## config.mk

```make
export PLATFORM = sky130hd
export DESIGN_NAME = supply_level_detect_control
export DESIGN_NICKNAME = d
export VERILOG_FILES = /design/src/common/supply_level_pkg.sv /design/src/common/detector_if.sv /design/src/core/cycle_timer.sv /design/src/core/supply_level_detect_control.sv
export VERILOG_INCLUDE_DIRS = /design/src /design/src/common
export SDC_FILE = /design/constraint.sdc
export NUM_CORES = 1
export LEC_CHECK = 0
export ABC_AREA = 0
export ABC_CLOCK_PERIOD_IN_PS = 3100
export BUFFER_PORTS_ARGS = -buffer_cell sky130_fd_sc_hd__buf_2
export CAP_MARGIN = 0
export CORE_ASPECT_RATIO = 0.5
export CORE_MARGIN = 2
export CORE_UTILIZATION = 60
export CTS_BUF_LIST = sky130_fd_sc_hd__clkbuf_16
export DETAILED_ROUTE_END_ITERATION = 10
export PLACE_DENSITY = 0.81
export SYNTH_ARGS = -nofsm -noshare
export SYNTH_HDL_FRONTEND = slang
export SYNTH_SLANG_ARGS = --single-unit
```

## constraint.sdc

```tcl
create_clock -name pclk -period 3.1 [get_ports pclk]
set_clock_uncertainty 0.05 [all_clocks]
set_input_delay 0.31 -clock pclk [delete_from_list [all_inputs] [get_ports pclk]]
set_output_delay 0.31 -clock pclk [all_outputs]
set_load 0.02 [all_outputs]
```

## src/common/supply_level_consts.svh

```systemverilog
`ifndef SUPPLY_LEVEL_CONSTS_SVH
`define SUPPLY_LEVEL_CONSTS_SVH

// apb register byte offsets
`define REG_CONTROL 12'h000
`define REG_STATUS 12'h004
`define REG_IRQ_STATUS 12'h008
`define REG_IRQ_ENABLE 12'h00c
`define REG_IRQ_CLEAR 12'h010

// control register fields
`define CTL_HEAVY 0
`define CTL_SAMPLE 1
`define CTL_FAST 2
`define CTL_LOWV 3

// status register fields
`define STS_RESULT 0
`define STS_DET_ON 1
`define STS_SETTLED 2
`define STS_HEAVY 3
`define STS_HOLD 4

// interrupt event bits
`define EV_SETTLED 0
`define EV_HOLD_DONE 1
`define EV_SAMPLE_LONG 2
`define EV_WIDTH 3

// timing figures in their own units
`define CLK_MHZ 100
`define SETTLE_US 100
`define HOLD_MS 600
`define RECOVER_MS 1000
`define SAMPLE_MAX_MS 10

// derived cycle counts (least times round up, longest round down)
`define SETTLE_CYCLES (`SETTLE_US * `CLK_MHZ)
`define HOLD_CYCLES (`HOLD_MS * 1000 * `CLK_MHZ)
`define RECOVER_CYCLES (`RECOVER_MS * 1000 * `CLK_MHZ)
`define SAMPLE_MAX_CYCLES (`SAMPLE_MAX_MS * 1000 * `CLK_MHZ)

`endif

```

## src/common/supply_level_pkg.sv

```systemverilog
package supply_level_pkg;

  typedef enum logic [1:0] {
    det_off,
    det_settling,
    det_ready
  } det_state_t;

  typedef struct packed {
    logic [31:0] prdata;
    logic [31:0] prdata_next_unused;
  } unused_pad_t;

endpackage

```

## src/common/detector_if.sv

```systemverilog
`timescale 1ns/100ps
interface detector_if;
  logic start;
  logic busy;
  logic done;
  modport ctrl (output start, input busy, input done);
  modport timer (input start, output busy, output done);
endinterface

```

## src/core/cycle_timer.sv

```systemverilog
`timescale 1ns/100ps
// one-shot counter: start loads the count, done pulses when it runs out
module cycle_timer #(
  parameter int unsigned COUNT = 10000,
  parameter int WIDTH = 32
)(
  input wire logic pclk,
  input wire logic presetn,
  detector_if.timer tmr
);
  typedef struct packed {
    logic [WIDTH-1:0] count;
    logic busy;
    logic done;
  } tstate_t;

  tstate_t state;
  tstate_t next_state;

  initial
  begin
    if (COUNT < 1 || WIDTH > 32 || COUNT >= (64'h1 << WIDTH))
      $error("cycle_timer: count does not fit");
  end

  always_comb
  begin
    next_state = state;
    next_state.done = 1'b0;
    if (tmr.start)
    begin
      next_state.count = WIDTH'(COUNT - 1);
      next_state.busy = 1'b1;
    end
    else if (state.busy)
    begin
      if (state.count == '0)
      begin
        next_state.busy = 1'b0;
        next_state.done = 1'b1;
      end
      else
        next_state.count = state.count - 1'b1;
    end
  end

  always_ff @(posedge pclk or negedge presetn)
  begin
    if (!presetn)
      state <= '0;
    else
      state <= next_state;
  end

  assign tmr.busy = state.busy;
  assign tmr.done = state.done;
endmodule

```

## src/core/supply_level_detect_control.sv

```systemverilog
// Local design decisions: the register offsets and the APB slave port.
`timescale 1ns/100ps
`include "supply_level_consts.svh"
module supply_level_detect_control #(
  parameter int unsigned SETTLE_CYCLES = `SETTLE_CYCLES,
  parameter int unsigned HOLD_CYCLES = `HOLD_CYCLES,
  parameter int unsigned RECOVER_CYCLES = `RECOVER_CYCLES,
  parameter int unsigned SAMPLE_MAX_CYCLES = `SAMPLE_MAX_CYCLES
)(
  input wire logic pclk,
  input wire logic presetn,
  input wire logic psel,
  input wire logic penable,
  input wire logic pwrite,
  input wire logic [11:0] paddr,
  input wire logic [31:0] pwdata,
  output logic [31:0] prdata,
  output logic pready,
  output logic pslverr,
  input wire logic comparator_low,
  input wire logic low_voltage_variant,
  output logic detector_power,
  output logic heavy_load_mode,
  output logic irq
);
  import supply_level_pkg::*;

  // ----------------------------------------------------------------
  // state
  // ----------------------------------------------------------------
  typedef struct packed {
    logic [31:0] prdata;
    logic pslverr;
    det_state_t det;
    logic heavy;
    logic sample;
    logic fast;
    logic result;
    logic hold_active;
    logic recovering;
    logic [`EV_WIDTH-1:0] irq_status;
    logic [`EV_WIDTH-1:0] irq_enable;
  } state_t;

  state_t state;
  state_t next_state;

  detector_if settle_if ();
  detector_if hold_if ();
  detector_if recover_if ();
  detector_if long_if ();

  logic wr;
  logic rd;
  logic det_on;
  logic heavy_req;
  logic [`EV_WIDTH-1:0] events;

  initial
  begin
    if (SETTLE_CYCLES < 1 || HOLD_CYCLES < 1 || RECOVER_CYCLES < 1 ||
        SAMPLE_MAX_CYCLES < 1)
      $error("supply_level_detect_control: counts must be at least 1");
  end

  function automatic logic hit(input logic [11:0] a, input logic [11:0] r);
    hit = (a == r);
  endfunction

  // ----------------------------------------------------------------
  // access legality
  // ----------------------------------------------------------------
  // status words are read-only and the clear word is write-only; a
  // refused access changes nothing and only raises pslverr
  function automatic logic access_error(input logic [11:0] a,
                                        input logic w);
    if (hit(a, `REG_CONTROL) || hit(a, `REG_IRQ_ENABLE))
      access_error = 1'b0;
    else if (hit(a, `REG_STATUS) || hit(a, `REG_IRQ_STATUS))
      access_error = w;
    else if (hit(a, `REG_IRQ_CLEAR))
      access_error = !w;
    else
      access_error = 1'b1;
  endfunction

  // ----------------------------------------------------------------
  // timers
  // ----------------------------------------------------------------
  cycle_timer #(.COUNT(SETTLE_CYCLES)) u_settle (
    .pclk(pclk),
    .presetn(presetn),
    .tmr(settle_if)
  );
  cycle_timer #(.COUNT(HOLD_CYCLES)) u_hold (
    .pclk(pclk),
    .presetn(presetn),
    .tmr(hold_if)
  );
  cycle_timer #(.COUNT(RECOVER_CYCLES)) u_recover (
    .pclk(pclk),
    .presetn(presetn),
    .tmr(recover_if)
  );
  cycle_timer #(.COUNT(SAMPLE_MAX_CYCLES)) u_long (
    .pclk(pclk),
    .presetn(presetn),
    .tmr(long_if)
  );

  // ----------------------------------------------------------------
  // apb access and detector sequencing
  // ----------------------------------------------------------------
  assign wr = psel && penable && pwrite;
  assign rd = psel && penable && !pwrite;
  assign pready = 1'b1;
  assign det_on = state.heavy || state.sample;
  assign heavy_req = wr && hit(paddr, `REG_CONTROL) &&
                     pwdata[`CTL_HEAVY];

  // detector powers up on either source; settle timer restarts on power-up
  assign settle_if.start = (state.det == det_off) && det_on;
  // fast clock: a write of one arms the minimum hold of heavy mode
  assign hold_if.start = heavy_req && state.fast;
  // low-voltage variant needs a recovery wait after heavy drive
  assign recover_if.start = wr && hit(paddr, `REG_CONTROL) &&
                            state.heavy && !pwdata[`CTL_HEAVY] &&
                            low_voltage_variant && !state.sample;
  assign long_if.start = wr && hit(paddr, `REG_CONTROL) &&
                         pwdata[`CTL_SAMPLE] && !state.sample;

  // a late done from a run cut short by power-down must not raise the flag
  assign events[`EV_SETTLED] = settle_if.done &&
                               (state.det == det_settling) && det_on;
  assign events[`EV_HOLD_DONE] = hold_if.done;
  assign events[`EV_SAMPLE_LONG] = long_if.done && state.sample &&
                                   state.heavy;

  always_comb
  begin
    next_state = state;
    next_state.pslverr = (wr || rd) && access_error(paddr, pwrite);
    next_state.hold_active = hold_if.busy || hold_if.start;
    // the flag, not the timer, says whether recovery is pending, so a
    // sample pulse can end the wait while the timer runs out unseen
    if (recover_if.start)
      next_state.recovering = 1'b1;
    else if (recover_if.done)
      next_state.recovering = 1'b0;
    if (wr)
    begin
      if (hit(paddr, `REG_CONTROL))
      begin
        next_state.fast = pwdata[`CTL_FAST];
        next_state.sample = pwdata[`CTL_SAMPLE];
        if (pwdata[`CTL_HEAVY])
          next_state.heavy = 1'b1;
        else if (!(state.hold_active && state.fast))
          next_state.heavy = 1'b0;
        // leaving sample mode under heavy drive ends any recovery wait
        // only a pulse long enough for the detector to settle counts
        if (state.sample && !pwdata[`CTL_SAMPLE] &&
            state.det == det_ready)
          next_state.recovering = 1'b0;
      end
      else if (hit(paddr, `REG_IRQ_ENABLE))
        next_state.irq_enable = pwdata[`EV_WIDTH-1:0];
      else if (hit(paddr, `REG_IRQ_CLEAR))
        next_state.irq_status = state.irq_status & ~pwdata[`EV_WIDTH-1:0];
      else if (!hit(paddr, `REG_STATUS) && !hit(paddr, `REG_IRQ_STATUS))
        next_state.pslverr = 1'b1;
    end
    // set wins over a simultaneous clear
    next_state.irq_status = next_state.irq_status | events;

    case (state.det)
      det_off:
        if (det_on)
          next_state.det = det_settling;
      det_settling:
        if (!det_on)
          next_state.det = det_off;
        else if (settle_if.done)
          next_state.det = det_ready;
      det_ready:
        if (!det_on)
          next_state.det = det_off;
      default:
        next_state.det = det_off;
    endcase

    // result tracks the comparator only when settled; on power-down it
    // keeps the last settled outcome
    if (state.det == det_ready && det_on)
      next_state.result = comparator_low;

    if (rd)
    begin
      next_state.prdata = '0;
      if (hit(paddr, `REG_CONTROL))
      begin
        next_state.prdata[`CTL_HEAVY] = state.heavy;
        next_state.prdata[`CTL_SAMPLE] = state.result;
        next_state.prdata[`CTL_FAST] = state.fast;
        next_state.prdata[`CTL_LOWV] = low_voltage_variant;
      end
      else if (hit(paddr, `REG_STATUS))
      begin
        next_state.prdata[`STS_RESULT] = state.result;
        next_state.prdata[`STS_DET_ON] = det_on;
        next_state.prdata[`STS_SETTLED] = (state.det == det_ready);
        next_state.prdata[`STS_HEAVY] = state.heavy || state.recovering;
        next_state.prdata[`STS_HOLD] = state.hold_active;
      end
      else if (hit(paddr, `REG_IRQ_STATUS))
        next_state.prdata[`EV_WIDTH-1:0] = state.irq_status;
      else if (hit(paddr, `REG_IRQ_ENABLE))
        next_state.prdata[`EV_WIDTH-1:0] = state.irq_enable;
      else
        next_state.pslverr = 1'b1;
    end
  end

  always_ff @(posedge pclk or negedge presetn)
  begin
    if (!presetn)
      state <= '0;
    else
      state <= next_state;
  end

  // ----------------------------------------------------------------
  // outputs
  // ----------------------------------------------------------------
  // a registered answer would appear only the cycle after the access phase,
  // which pready=1 ends at once; read data would be one access late,
  // so reads present the live combinational value instead
  always_comb
  begin
    prdata = '0;
    if (rd)
    begin
      if (hit(paddr, `REG_CONTROL))
      begin
        prdata[`CTL_HEAVY] = state.heavy;
        prdata[`CTL_SAMPLE] = state.result;
        prdata[`CTL_FAST] = state.fast;
        prdata[`CTL_LOWV] = low_voltage_variant;
      end
      else if (hit(paddr, `REG_STATUS))
      begin
        prdata[`STS_RESULT] = state.result;
        prdata[`STS_DET_ON] = det_on;
        prdata[`STS_SETTLED] = (state.det == det_ready);
        prdata[`STS_HEAVY] = state.heavy || state.recovering;
        prdata[`STS_HOLD] = state.hold_active;
      end
      else if (hit(paddr, `REG_IRQ_STATUS))
        prdata[`EV_WIDTH-1:0] = state.irq_status;
      else if (hit(paddr, `REG_IRQ_ENABLE))
        prdata[`EV_WIDTH-1:0] = state.irq_enable;
    end
  end

  assign pslverr = psel && penable && access_error(paddr, pwrite);
  assign detector_power = det_on;
  // heavy protection stays applied through the low-voltage recovery wait
  assign heavy_load_mode = state.heavy || state.recovering;
  assign irq = |(state.irq_status & state.irq_enable);
endmodule

```

==> flow_summary.yaml, run 1 <==
synth:
  syn_inst: 915
  synth_area_leader_cell: "dfrtp_1"
  synth_area_leaders: "dfrtp_1 (44%), or4_1 (4.7%), a21oi_1 (3.7%)"
  syn_area_um2: 8460
  ys_seq_area_share_pct: 44.4
  synth-main-ff-cell: "dfrtp_1"
  synthArstFlopShare_pct: 100
  synth_enable_flop_cells: 0
  avgSynthCellArea_um2: 9.24
  ys_ff_latch: 150
  yosysUniqueCellTypes: 67
  netlist.area_leader.share_pct: 44.4
  yosysWarnings: 0
drt:
  vias: 7397
  wl_um: 18900
  drc: 0
  wl_per_cell_um: 16.5
  vias_per_cell: 6.44
  first_pass_iters: 6
  drt-initial-drc-count: 533
  detail-route-antenna-nets: 0
floorplanning:
  row_count: 30
  core_area_um2: 13700
  die_area_um2: 15100
  initial_core_util_pct: 61.9
  ioPinCount: 88
  die_x_um: 172
  die_y_um: 88.0
clock_tree:
  clock-sinks: 150
  clockBufferDepth: 2
  cts_tree: "done"
  cts_buffers: 17
  htreeDepth: 4
  cts.reportedPaths.clkPinSlew_ns: 0.06
  clk_latency_ns: 0.43
  root_buffer: "clkbuf_16"
run_status:
  outcome: "finished, final reports clean"
cells_and_area:
  nFillCells: 1026
  area_growth_pct: 11.0
  drive_above_1_share_pct: 11.8
  n_antenna_cell: 0
  nets: 1004
  design_area_um2: 9390
worst_setup_path:
  cp_max_fo: 10
  required_ns: 3.40
  r2r_slack_ns: 0.34
  crit_path_end_kind: "flip-flop"
  worstPathArrival_ns: 3.06
  setup.worst_path.class: "reg2reg"
  start_kind: "flip-flop"
placement:
  dpl.hpwl_um: 12800
  port_buffers: 30
  gp_congestion: 0.859
  dpl_cell_area_um2: 8760
  place_ws_ns: 0.385
sta:
  finalSetupViolCount: 0
  max_freq_mhz: 363
  finalHoldViolations: 0
  max_slew_margin_pct: 39.4
  setup_slack_ns: 0.343
  final.period_utilization_pct: 89.0
  rsz0062_at_grt: "no"
  worst_pin_slew_ns: 0.897
  hold-worst-slack_ns: 0.0643
  setup_tns_ns: 0
  slew_viol_final: 0
  period_minus_slack_ns: 2.76
global_routing:
  grt_util_all_layers_pct: 26.5
  grt_pass1_vias: 6950
  grt_pass1_wl_um: 32200
  grt_max_degree: 66
  grt_antenna_before_repair: 0
  overflow: 0
power:
  p_per_area_nw_per_um2: 474
  leakage_uw: 0.00354
  max-vdd-ir-drop_uv: 374
hold_path:
  min_path_type: "in2reg"
flow_run:
  cap_violations: 0
-- sequential cells by signal, summed over array words and instances, names as in the netlist --
signal and cells:
u_hold.state 32, u_long.state 32, u_recover.state 32, u_settle.state 32
state 14, u_hold.tmr.busy 1, u_hold.tmr.done 1, u_long.tmr.busy 1
u_long.tmr.done 1, u_recover.tmr.busy 1, u_recover.tmr.done 1, u_settle.tmr.busy 1
u_settle.tmr.done 1
-- critical path, stage by stage (launching register included) --
cell and delay [ns]:
dfrtp_1 0.42, or4_4 0.56, or4_1 0.54, or4_4 0.63
or3_1 0.34, a21oi_1 0.14
-- power by group --
part	total (µW)	internal (µW)	switching (µW)
Combinational	208	57.8	150
Clock	2220	1350	870
Sequential	2020	1980	35.7
Total	4450	3390	1060
-- timing repair --
action | 4_1_cts | 5_1_grt
resized for setup | 0 | 0
hold endpoints to repair | 61 | 0
endpoints found under the setup margin | 0 | 0
hold buffers | 1 | 0
setup buffers | 0 | 0
-- cell type report --
cell class / count / area, µm² / area share (%)
Multi-Input combinational cell: 705 / 4380 / 46.6
Sequential cell: 150 / 3750 / 40.0
Clock buffer: 17 / 425 / 4.53
Timing Repair Buffer: 52 / 324 / 3.45
Tap cell: 192 / 240 / 2.56
Clock inverter: 14 / 199 / 2.12
Inverter: 19 / 71.3 / 0.759
-- cells in the mapped netlist, drive strengths merged, types with 2 or more instances --
cell	instances
dfrtp	150
a21oi	62
nand2	58
or4	55
nor2	52
o21ai	51
or3	45
nand3	36
clkbuf	35
nor3	34
nor4	33
buf	32
o31ai	32
and3	21
inv	19
o211ai	18
nand4	15
a31oi	13
nand2b	12
or2	11
and4	9
xor2	9
and2	8
ha	8
xnor2	8
o41ai	7
mux2	6
mux2i	6
or3b	6
nand3b	5
nand4b	5
nor2b	5
nor3b	5
a211oi	4
nor4b	4
and4b	3
mux4	3
a21o	2
a31o	2
a41oi	2
conb	2
nor4bb	2
o22ai	2
o311ai	2
o31a	2
-- kinds of logic after synthesis --
group / count (synthesis) / synth area share [%]
AO/OA/AOI/OAI: 212 / 15.8
XOR/XNOR: 17 / 1.76
adder cells (fa/ha/maj): 8 / 1.18
buffers and inverters: 86 / 5.19
flip-flops: 150 / 44.4
multiplexers: 15 / 2.31
other: 2 / 0.0888
AND/OR/NAND/NOR: 425 / 29.3
-- cell usage in the layout, fill, tap and decap left out, types with 8 or more instances in the layout --
| cell type | n |
|---|---|
| dfrtp_1 | 150 |
| xnor2_1 | 8 |
| o31ai_1 | 32 |
| or2_2 | 11 |
| and3_1 | 21 |
| o21ai_0 | 48 |
| nor3_1 | 34 |
| and4_1 | 9 |
| nand2_1 | 58 |
| a31oi_1 | 13 |
| or3_1 | 45 |
| buf_2 | 29 |
| nor4_1 | 30 |
| nand4_1 | 15 |
| clkbuf_16 | 17 |
| nand2b_1 | 12 |
| a21oi_1 | 62 |
| nand3_1 | 36 |
| conb_1 | 28 |
| nor2_1 | 52 |
| or4_1 | 53 |
| xor2_1 | 9 |
| inv_1 | 19 |
| o211ai_1 | 18 |
| buf_4 | 21 |
| ha_1 | 8 |
-- stage by stage --
step | std cells | power [µW] | utilization, %
floorplan | 941 | 2190 | -
global placement | 1117 | 2250 | 64.1
detailed placement | 1117 | 2260 | 64.1
CTS | 1149 | 4470 | 68.7
global route | 1149 | 4590 | 68.7
finish | 1149 | 4450 | 68.7
-- per-layer routing --
| metal | up-vias | routed length [µm] | global-route usage [%] |
|---|---|---|---|
| met5 | - | 0 | 0 |
| met4 | 0 | 210 | 8.71 |
| met3 | 28 | 848 | 5.51 |
| met2 | 196 | 9450 | 45.3 |
| met1 | 3650 | 8430 | 34.5 |
| li1 | 3523 | - | - |
-- final timing paths --
path	cells past startpoint	endpoint	start
worst max-delay path	5	u_hold.state[32]$_DFFE_PN0P_	u_hold.state[16]$_DFFE_PN0P_
min in group asynchronous	2	u_settle.state[5]$_DFFE_PN0P_	presetn
worst min register to register	1	state[4]$_DFF_PN0_	u_hold.tmr.done$_DFF_PN0_
max in group asynchronous	3	u_hold.state[6]$_DFFE_PN0P_	presetn
worst max register to register	5	u_hold.state[32]$_DFFE_PN0P_	u_hold.state[16]$_DFFE_PN0P_
worst min-delay path	2	state[8]$_DFFE_PN0P_	comparator_low
Power figures use the tool's default switching activity.
==> inputs of run 2 (changes only) <==
ABC_AREA = 1   (was 0)
ABC_CLOCK_PERIOD_IN_PS = 3500   (was 3100)
CORE_ASPECT_RATIO = 2   (was 0.5)
PLACE_DENSITY = 0.8   (was 0.81)
clock period = 3.5 ns   (was 3.1 ns; I/O delays follow)
==> run 2 against run 1 <==
  * The flow now finishes with violations (hold timing)
  * Cell count is 53% higher
  * Sequential power decreased by 3%
  * Routed wire length up 25%
  * Register-to-register slack better by 0.78 ns
  * Sequential share of layout area is 5.3 points lower
  * Design area up 15%
  * Combinational power up 110%
  * Worst hold slack worse by 0.12 ns
  * Die area up 19%
  * Largest cell class unchanged
==> flow_summary.yaml, run 2 <==
cells_and_area:
  seqCellArea_um2: 3750
  drive_above_1_share_pct: 7.86
  final_common_cell: "nand2_1"
  n_antenna_cell: 0
  design_area_um2: 10800
  area_growth_pct: 7.20
  nets: 1599
  nFillCells: 1464
  multi_input_area_um2: 5430
  most-common-layout-cells: "nand2_1 (398), nor2_1 (322), inv_1 (154)"
  utilization_pct: 65.3
clock_tree:
  clockBufferDepth: 2
  clock-sinks: 150
  cts_setup_buffers: 0
  post_cts_resized: 0
  cts_buffers: 17
  ctsHoldBuffers: 0
  clk_latency_ns: 0.43
  htreeDepth: 4
  cts_tree: "done"
  cts.reportedPaths.clkPinSlew_ns: 0.07
  root_buffer: "clkbuf_16"
sta:
  max_freq_mhz: 420
  setup_tns_ns: 0
  finalSetupViolCount: 0
  hold-worst-slack_ns: -0.0520
  final.period_utilization_pct: 67.9
  worst_pin_slew_ns: 0.953
  finalHoldViolations: 17
  rsz0062_at_grt: "no"
  slew_viol_final: 0
  max_slew_margin_pct: 36.5
  period_minus_slack_ns: 2.38
placement:
  dpl.hpwl_um: 16900
  dpl_cell_area_um2: 10300
  port_buffers: 30
  gp_congestion: 0.957
run_status:
  outcome: "finished, violations left"
  failed_checks: "hold timing"
worst_setup_path:
  worstPathArrival_ns: 2.61
  required_ns: 3.73
  crit_path_end_kind: "flip-flop"
  cp_max_fo: 21
  start_kind: "flip-flop"
  reg2reg_depth: 8
  setup.worst_path.class: "reg2reg"
synth:
  synth_enable_flop_cells: 0
  ys_ff_latch: 150
  synth_common_cells: "nand2_1 (398), nor2_1 (322), inv_1 (154)"
  synth_area_leaders: "dfrtp_1 (37%), nand2_1 (15%), nor2_1 (12%)"
  avgSynthCellArea_um2: 6.68
  yosysMostFrequentCell: "nand2_1"
  syn_area_um2: 10100
  synth-main-ff-cell: "dfrtp_1"
  synth_area_leader_cell: "dfrtp_1"
  synthArstFlopShare_pct: 100
  netlist.area_leader.share_pct: 37.1
  syn_inst: 1514
  ys_seq_area_share_pct: 37.1
  yosysUniqueCellTypes: 47
  yosysWarnings: 0
global_routing:
  grt_util_all_layers_pct: 27.4
  grt_pass1_wl_um: 40200
  overflow: 0
  grt_max_degree: 103
  grt_antenna_before_repair: 0
  grt_pass1_vias: 9125
drt:
  drt-initial-drc-count: 619
  vias: 9653
  wl_um: 23700
  first_pass_iters: 8
  wl_per_cell_um: 13.5
  vias_per_cell: 5.48
  drc: 0
  detail-route-antenna-nets: 0
floorplanning:
  initial_core_util_pct: 60.9
  die_area_um2: 18000
  row_count: 67
  die_x_um: 95.8
  ioPinCount: 88
  die_y_um: 188
  core_area_um2: 16600
flow_run:
  cap_violations: 0
power:
  max-vdd-ir-drop_uv: 283
  leakage_uw: 0.00535
  p_per_area_nw_per_um2: 385
hold_path:
  min_path_type: "in2async"
==> run 2: cell types whose count changed in the layout (fill, tap and decap cells not counted), moves of 45 or more <==
cell	delta
nand2_1	+340
or4_1	-53
or3_1	-45
nand3_1	+88
nor2_1	+270
inv_1	+135
==> run 2: cell families (layout without fill, tap and decap cells) <==
kind of cell | Yosys count | after routing | share of synthesized area, %
and+or+nand+nor | 951 | 951 | 40.5
buffers and inverters | 222 | 235 | 10.2
DFF | 150 | 150 | 37.1
AOI/OAI and AO/OA | 147 | 147 | 8.18
xor gates and xnor gates | 34 | 34 | 2.94
adders and majority gates | 8 | 8 | 0.990
other | 2 | 28 | 0.0742
==> run 2: worst max-delay path: stages (launching register included) <==
cell      delay, ns
dfrtp_1        0.44
inv_2          0.15
nand2_4        0.09
nand2_4        0.21
nand2_1        0.08
nor2_1         0.17
nand3b_1       0.22
nand2_1        0.64
o21ai_0        0.16
==> run 2: power breakdown <==
part / leakage, µW / total [µW] / internal (µW) / switching, µW
registers: 0.00178 / 1950 / 1840 / 114
clock network: 0.000267 / 1780 / 940 / 842
logic: 0.00330 / 447 / 158 / 289
total: 0.00535 / 4180 / 2930 / 1250
==> run 2: per-stage QoR <==
stage | hold slack, ns | power [µW] | setup slack (ns) | cells
after CTS | 0.00618 | 4200 | 1.16 | 1760
after global routing | 0.0766 | 4360 | 0.932 | 1760
after global placement | 0.375 | 2410 | 1.21 | 1728
final | -0.0520 | 4180 | 1.12 | 1760
after floorplan | 0.00441 | 2310 | 1.53 | 1540
after detailed placement | 0.374 | 2430 | 1.18 | 1728
==> run 2: routing by layer <==
metal | GRT usage (%) | share of wire (%) | vias to the layer above
li1 | - | - | 4818
met1 | 35.7 | 43 | 4470
met2 | 45.0 | 49 | 310
met3 | 3.74 | 5.0 | 55
met4 | 11.8 | 2.6 | 0
met5 | 0 | 0 | -
==> run 2: layout make-up <==
type                       instances  area share, %
sequential                       150           34.6
clock buffer                      17           3.92
tap                              207           2.39
clock inverter                    15           1.25
multi-input combinational       1168           50.1
timing repair buffer              37           1.93
inverter                         166           5.84
==> run 2: path summary, 6_finish.rpt <==
kind                                            from                             end  slack (ns)
setup / recovery               state[10]$_DFFE_PN0N_   u_settle.state[2]$_DFFE_PN0P_        1.12
hold / removal                               presetn    u_long.state[28]$_DFFE_PN0P_       -0.05
setup reg to reg               state[10]$_DFFE_PN0N_   u_settle.state[2]$_DFFE_PN0P_        1.12
hold reg to reg            u_hold.tmr.done$_DFF_PN0_              state[4]$_DFF_PN0_        0.39
max in group asynchronous                    presetn  u_recover.state[6]$_DFFE_PN0P_        2.46
min in group pclk                     comparator_low            state[8]$_DFFE_PN0P_        0.12
==> inputs of run 3 (changes only) <==
ABC_CLOCK_PERIOD_IN_PS = 2200   (was 3500)
clock period = 2.2 ns   (was 3.5 ns; I/O delays follow)
==> run 3 against run 2 <==
  * Critical path depth is 2 higher
  * Core utilization up 1.7 points
  * Combinational power rose by 67%
  * The run now ends clean
  * Sequential share of layout area down 0.89 points
  * Clock power is 53% higher
  * Total power up 57%
  * Critical endpoint is now u_recover.state[27]$_DFFE_PN0P_
  * Highest routed layer unchanged
  * Worst hold slack improved by 0.078 ns
  * Clock-buffer cell count stayed put
  * Non-clock buffer count up 36
==> flow_summary.yaml, run 3 (synthesized netlist as in run 2, its figures left out) <==
worst_setup_path:
  cp_slowest_cell: "dfrtp_1"
  required_ns: 2.46
  path_cells: "nor2_1 > nand2_1 > nor2_1 > nand2_1 > nor2_4 > inv_2 > nand2_2 > nand2_1 > nand3_1 > nand2_1"
  worstPathArrival_ns: 2.33
  cp_max_fo: 8
  setup.worst_path.class: "reg2reg"
  crit_path_end_kind: "flip-flop"
  critPathMaxStageDelay_ns: 0.44
  cpMostUsedCell: "nand2_1"
  start_kind: "flip-flop"
clock_tree:
  htreeDepth: 4
  clock-sinks: 150
  clk_latency_ns: 0.43
  cts.reportedPaths.clkPinSlew_ns: 0.07
  cts_setup_buffers: 0
  root_buffer: "clkbuf_16"
  cts_buffers: 17
  cts_tree: "done"
  clockBufferDepth: 2
cells_and_area:
  area_growth_pct: 10.0
  drive_above_1_share_pct: 10.0
  seqCellArea_um2: 3750
  utilization_pct: 67.0
  n_antenna_cell: 0
  most-common-layout-cells: "nand2_1 (398), nor2_1 (320), inv_1 (154)"
  nFillCells: 1456
  nets: 1636
  multi_input_area_um2: 5440
  final_common_cell: "nand2_1"
floorplanning:
  die_y_um: 188
  die_area_um2: 18000
  die_x_um: 95.8
  ioPinCount: 88
  row_count: 67
  initial_core_util_pct: 60.9
  core_area_um2: 16600
power:
  max-vdd-ir-drop_uv: 505
  clock_power_share_pct: 41.3
  p_switching_uw: 1930
  swShare_pct: 29.3
  seqPwrFrac_pct: 47.4
  internal_power_uw: 4650
  leakage_uw: 0.00552
  finalPower_uw: 6570
  p_comb_share_pct: 11.3
  p_per_area_nw_per_um2: 591
sta:
  final.period_utilization_pct: 93.9
  finalSetupViolCount: 0
  max_slew_margin_pct: 44.9
  worst_pin_slew_ns: 0.825
  setup_slack_ns: 0.134
  period_minus_slack_ns: 2.07
  finalHoldViolations: 0
  slew_viol_final: 0
  max_freq_mhz: 484
  setup_tns_ns: 0
placement:
  dpl.hpwl_um: 18000
  gp_congestion: 0.943
  place_ws_ns: 0.0298
  port_buffers: 30
drt:
  detail-route-antenna-nets: 0
  drt-initial-drc-count: 712
  vias: 9836
  first_pass_iters: 8
  wl_um: 24800
  vias_per_cell: 5.48
  wl_per_cell_um: 13.8
  drc: 0
global_routing:
  grt_antenna_before_repair: 0
  grt_max_degree: 58
  grt_pass1_wl_um: 41700
  overflow: 0
  grt_pass1_vias: 9458
  grt_util_all_layers_pct: 28.6
run_status:
  outcome: "finished, final reports clean"
hold_path:
  min_path_type: "in2reg"
flow_run:
  cap_violations: 0
==> run 3: through the flow <==
stage	hold slack (ns)	instances	instance area [µm²]
floorplan	-0.126	1540	10200
global placement	0.184	1763	10600
detailed placement	0.188	1763	10600
CTS	0.00657	1795	11100
global route	0.0448	1796	11100
finish	0.0260	1796	11100
==> run 3: power groups by stage <==
stage / combinational, µW / sequential, µW / clock, µW
2_1_floorplan: 569 / 3110 / 0
3_5_place_dp: 729 / 3150 / 0
3_3_place_gp: 700 / 3150 / 0
5_1_grt: 857 / 3130 / 2890
6_report: 745 / 3110 / 2720
4_1_cts: 745 / 3110 / 2760
==> run 3: final cells by class <==
type / count / area share (%)
Clock inverter: 14 / 1.05
Sequential cell: 150 / 33.7
Tap cell: 207 / 2.33
Inverter: 166 / 5.71
Clock buffer: 17 / 3.82
Multi-Input combinational cell: 1169 / 48.9
Timing Repair Buffer: 73 / 4.44
==> run 3: worst max-delay path, delay by kind of cell, from the launching register on <==
family | cells | cell delay (ns)
AND/OR/NAND/NOR | 9 | 1.39
flip-flops | 1 | 0.44
buffers and inverters | 1 | 0.06
==> run 3: what timing repair did <==
action | in CTS | in global routing
gates resized for setup | 0 | 4
setup endpoints to repair | 0 | 39
hold buffers | 1 | 0
endpoints found under the hold margin | 52 | 0
==> run 3: per-layer routing <==
metal | share of wire [%] | GRT usage (%) | vias up | routed length [µm]
met5 | 0 | 0 | - | 0
met4 | 2.0 | 10.6 | 0 | 498
met3 | 5.8 | 5.18 | 45 | 1450
met2 | 50 | 48.5 | 330 | 12500
met1 | 42 | 35.6 | 4574 | 10400
li1 | - | - | 4887 | -
==> run 3: worst paths after layout <==
path,cells past startpoint,end,startpoint,slack (ns)
worst min-delay path,3,state[8]$_DFFE_PN0P_,comparator_low,0.03
worst max-delay path,10,u_recover.state[27]$_DFFE_PN0P_,u_recover.state[27]$_DFFE_PN0P_,0.13
worst min register to register,1,state[4]$_DFF_PN0_,u_hold.tmr.done$_DFF_PN0_,0.39
worst max register to register,10,u_recover.state[27]$_DFFE_PN0P_,u_recover.state[27]$_DFFE_PN0P_,0.13
max in group asynchronous,3,u_settle.state[10]$_DFFE_PN0P_,presetn,1.11
min in group asynchronous,2,u_long.state[19]$_DFFE_PN0P_,presetn,0.26
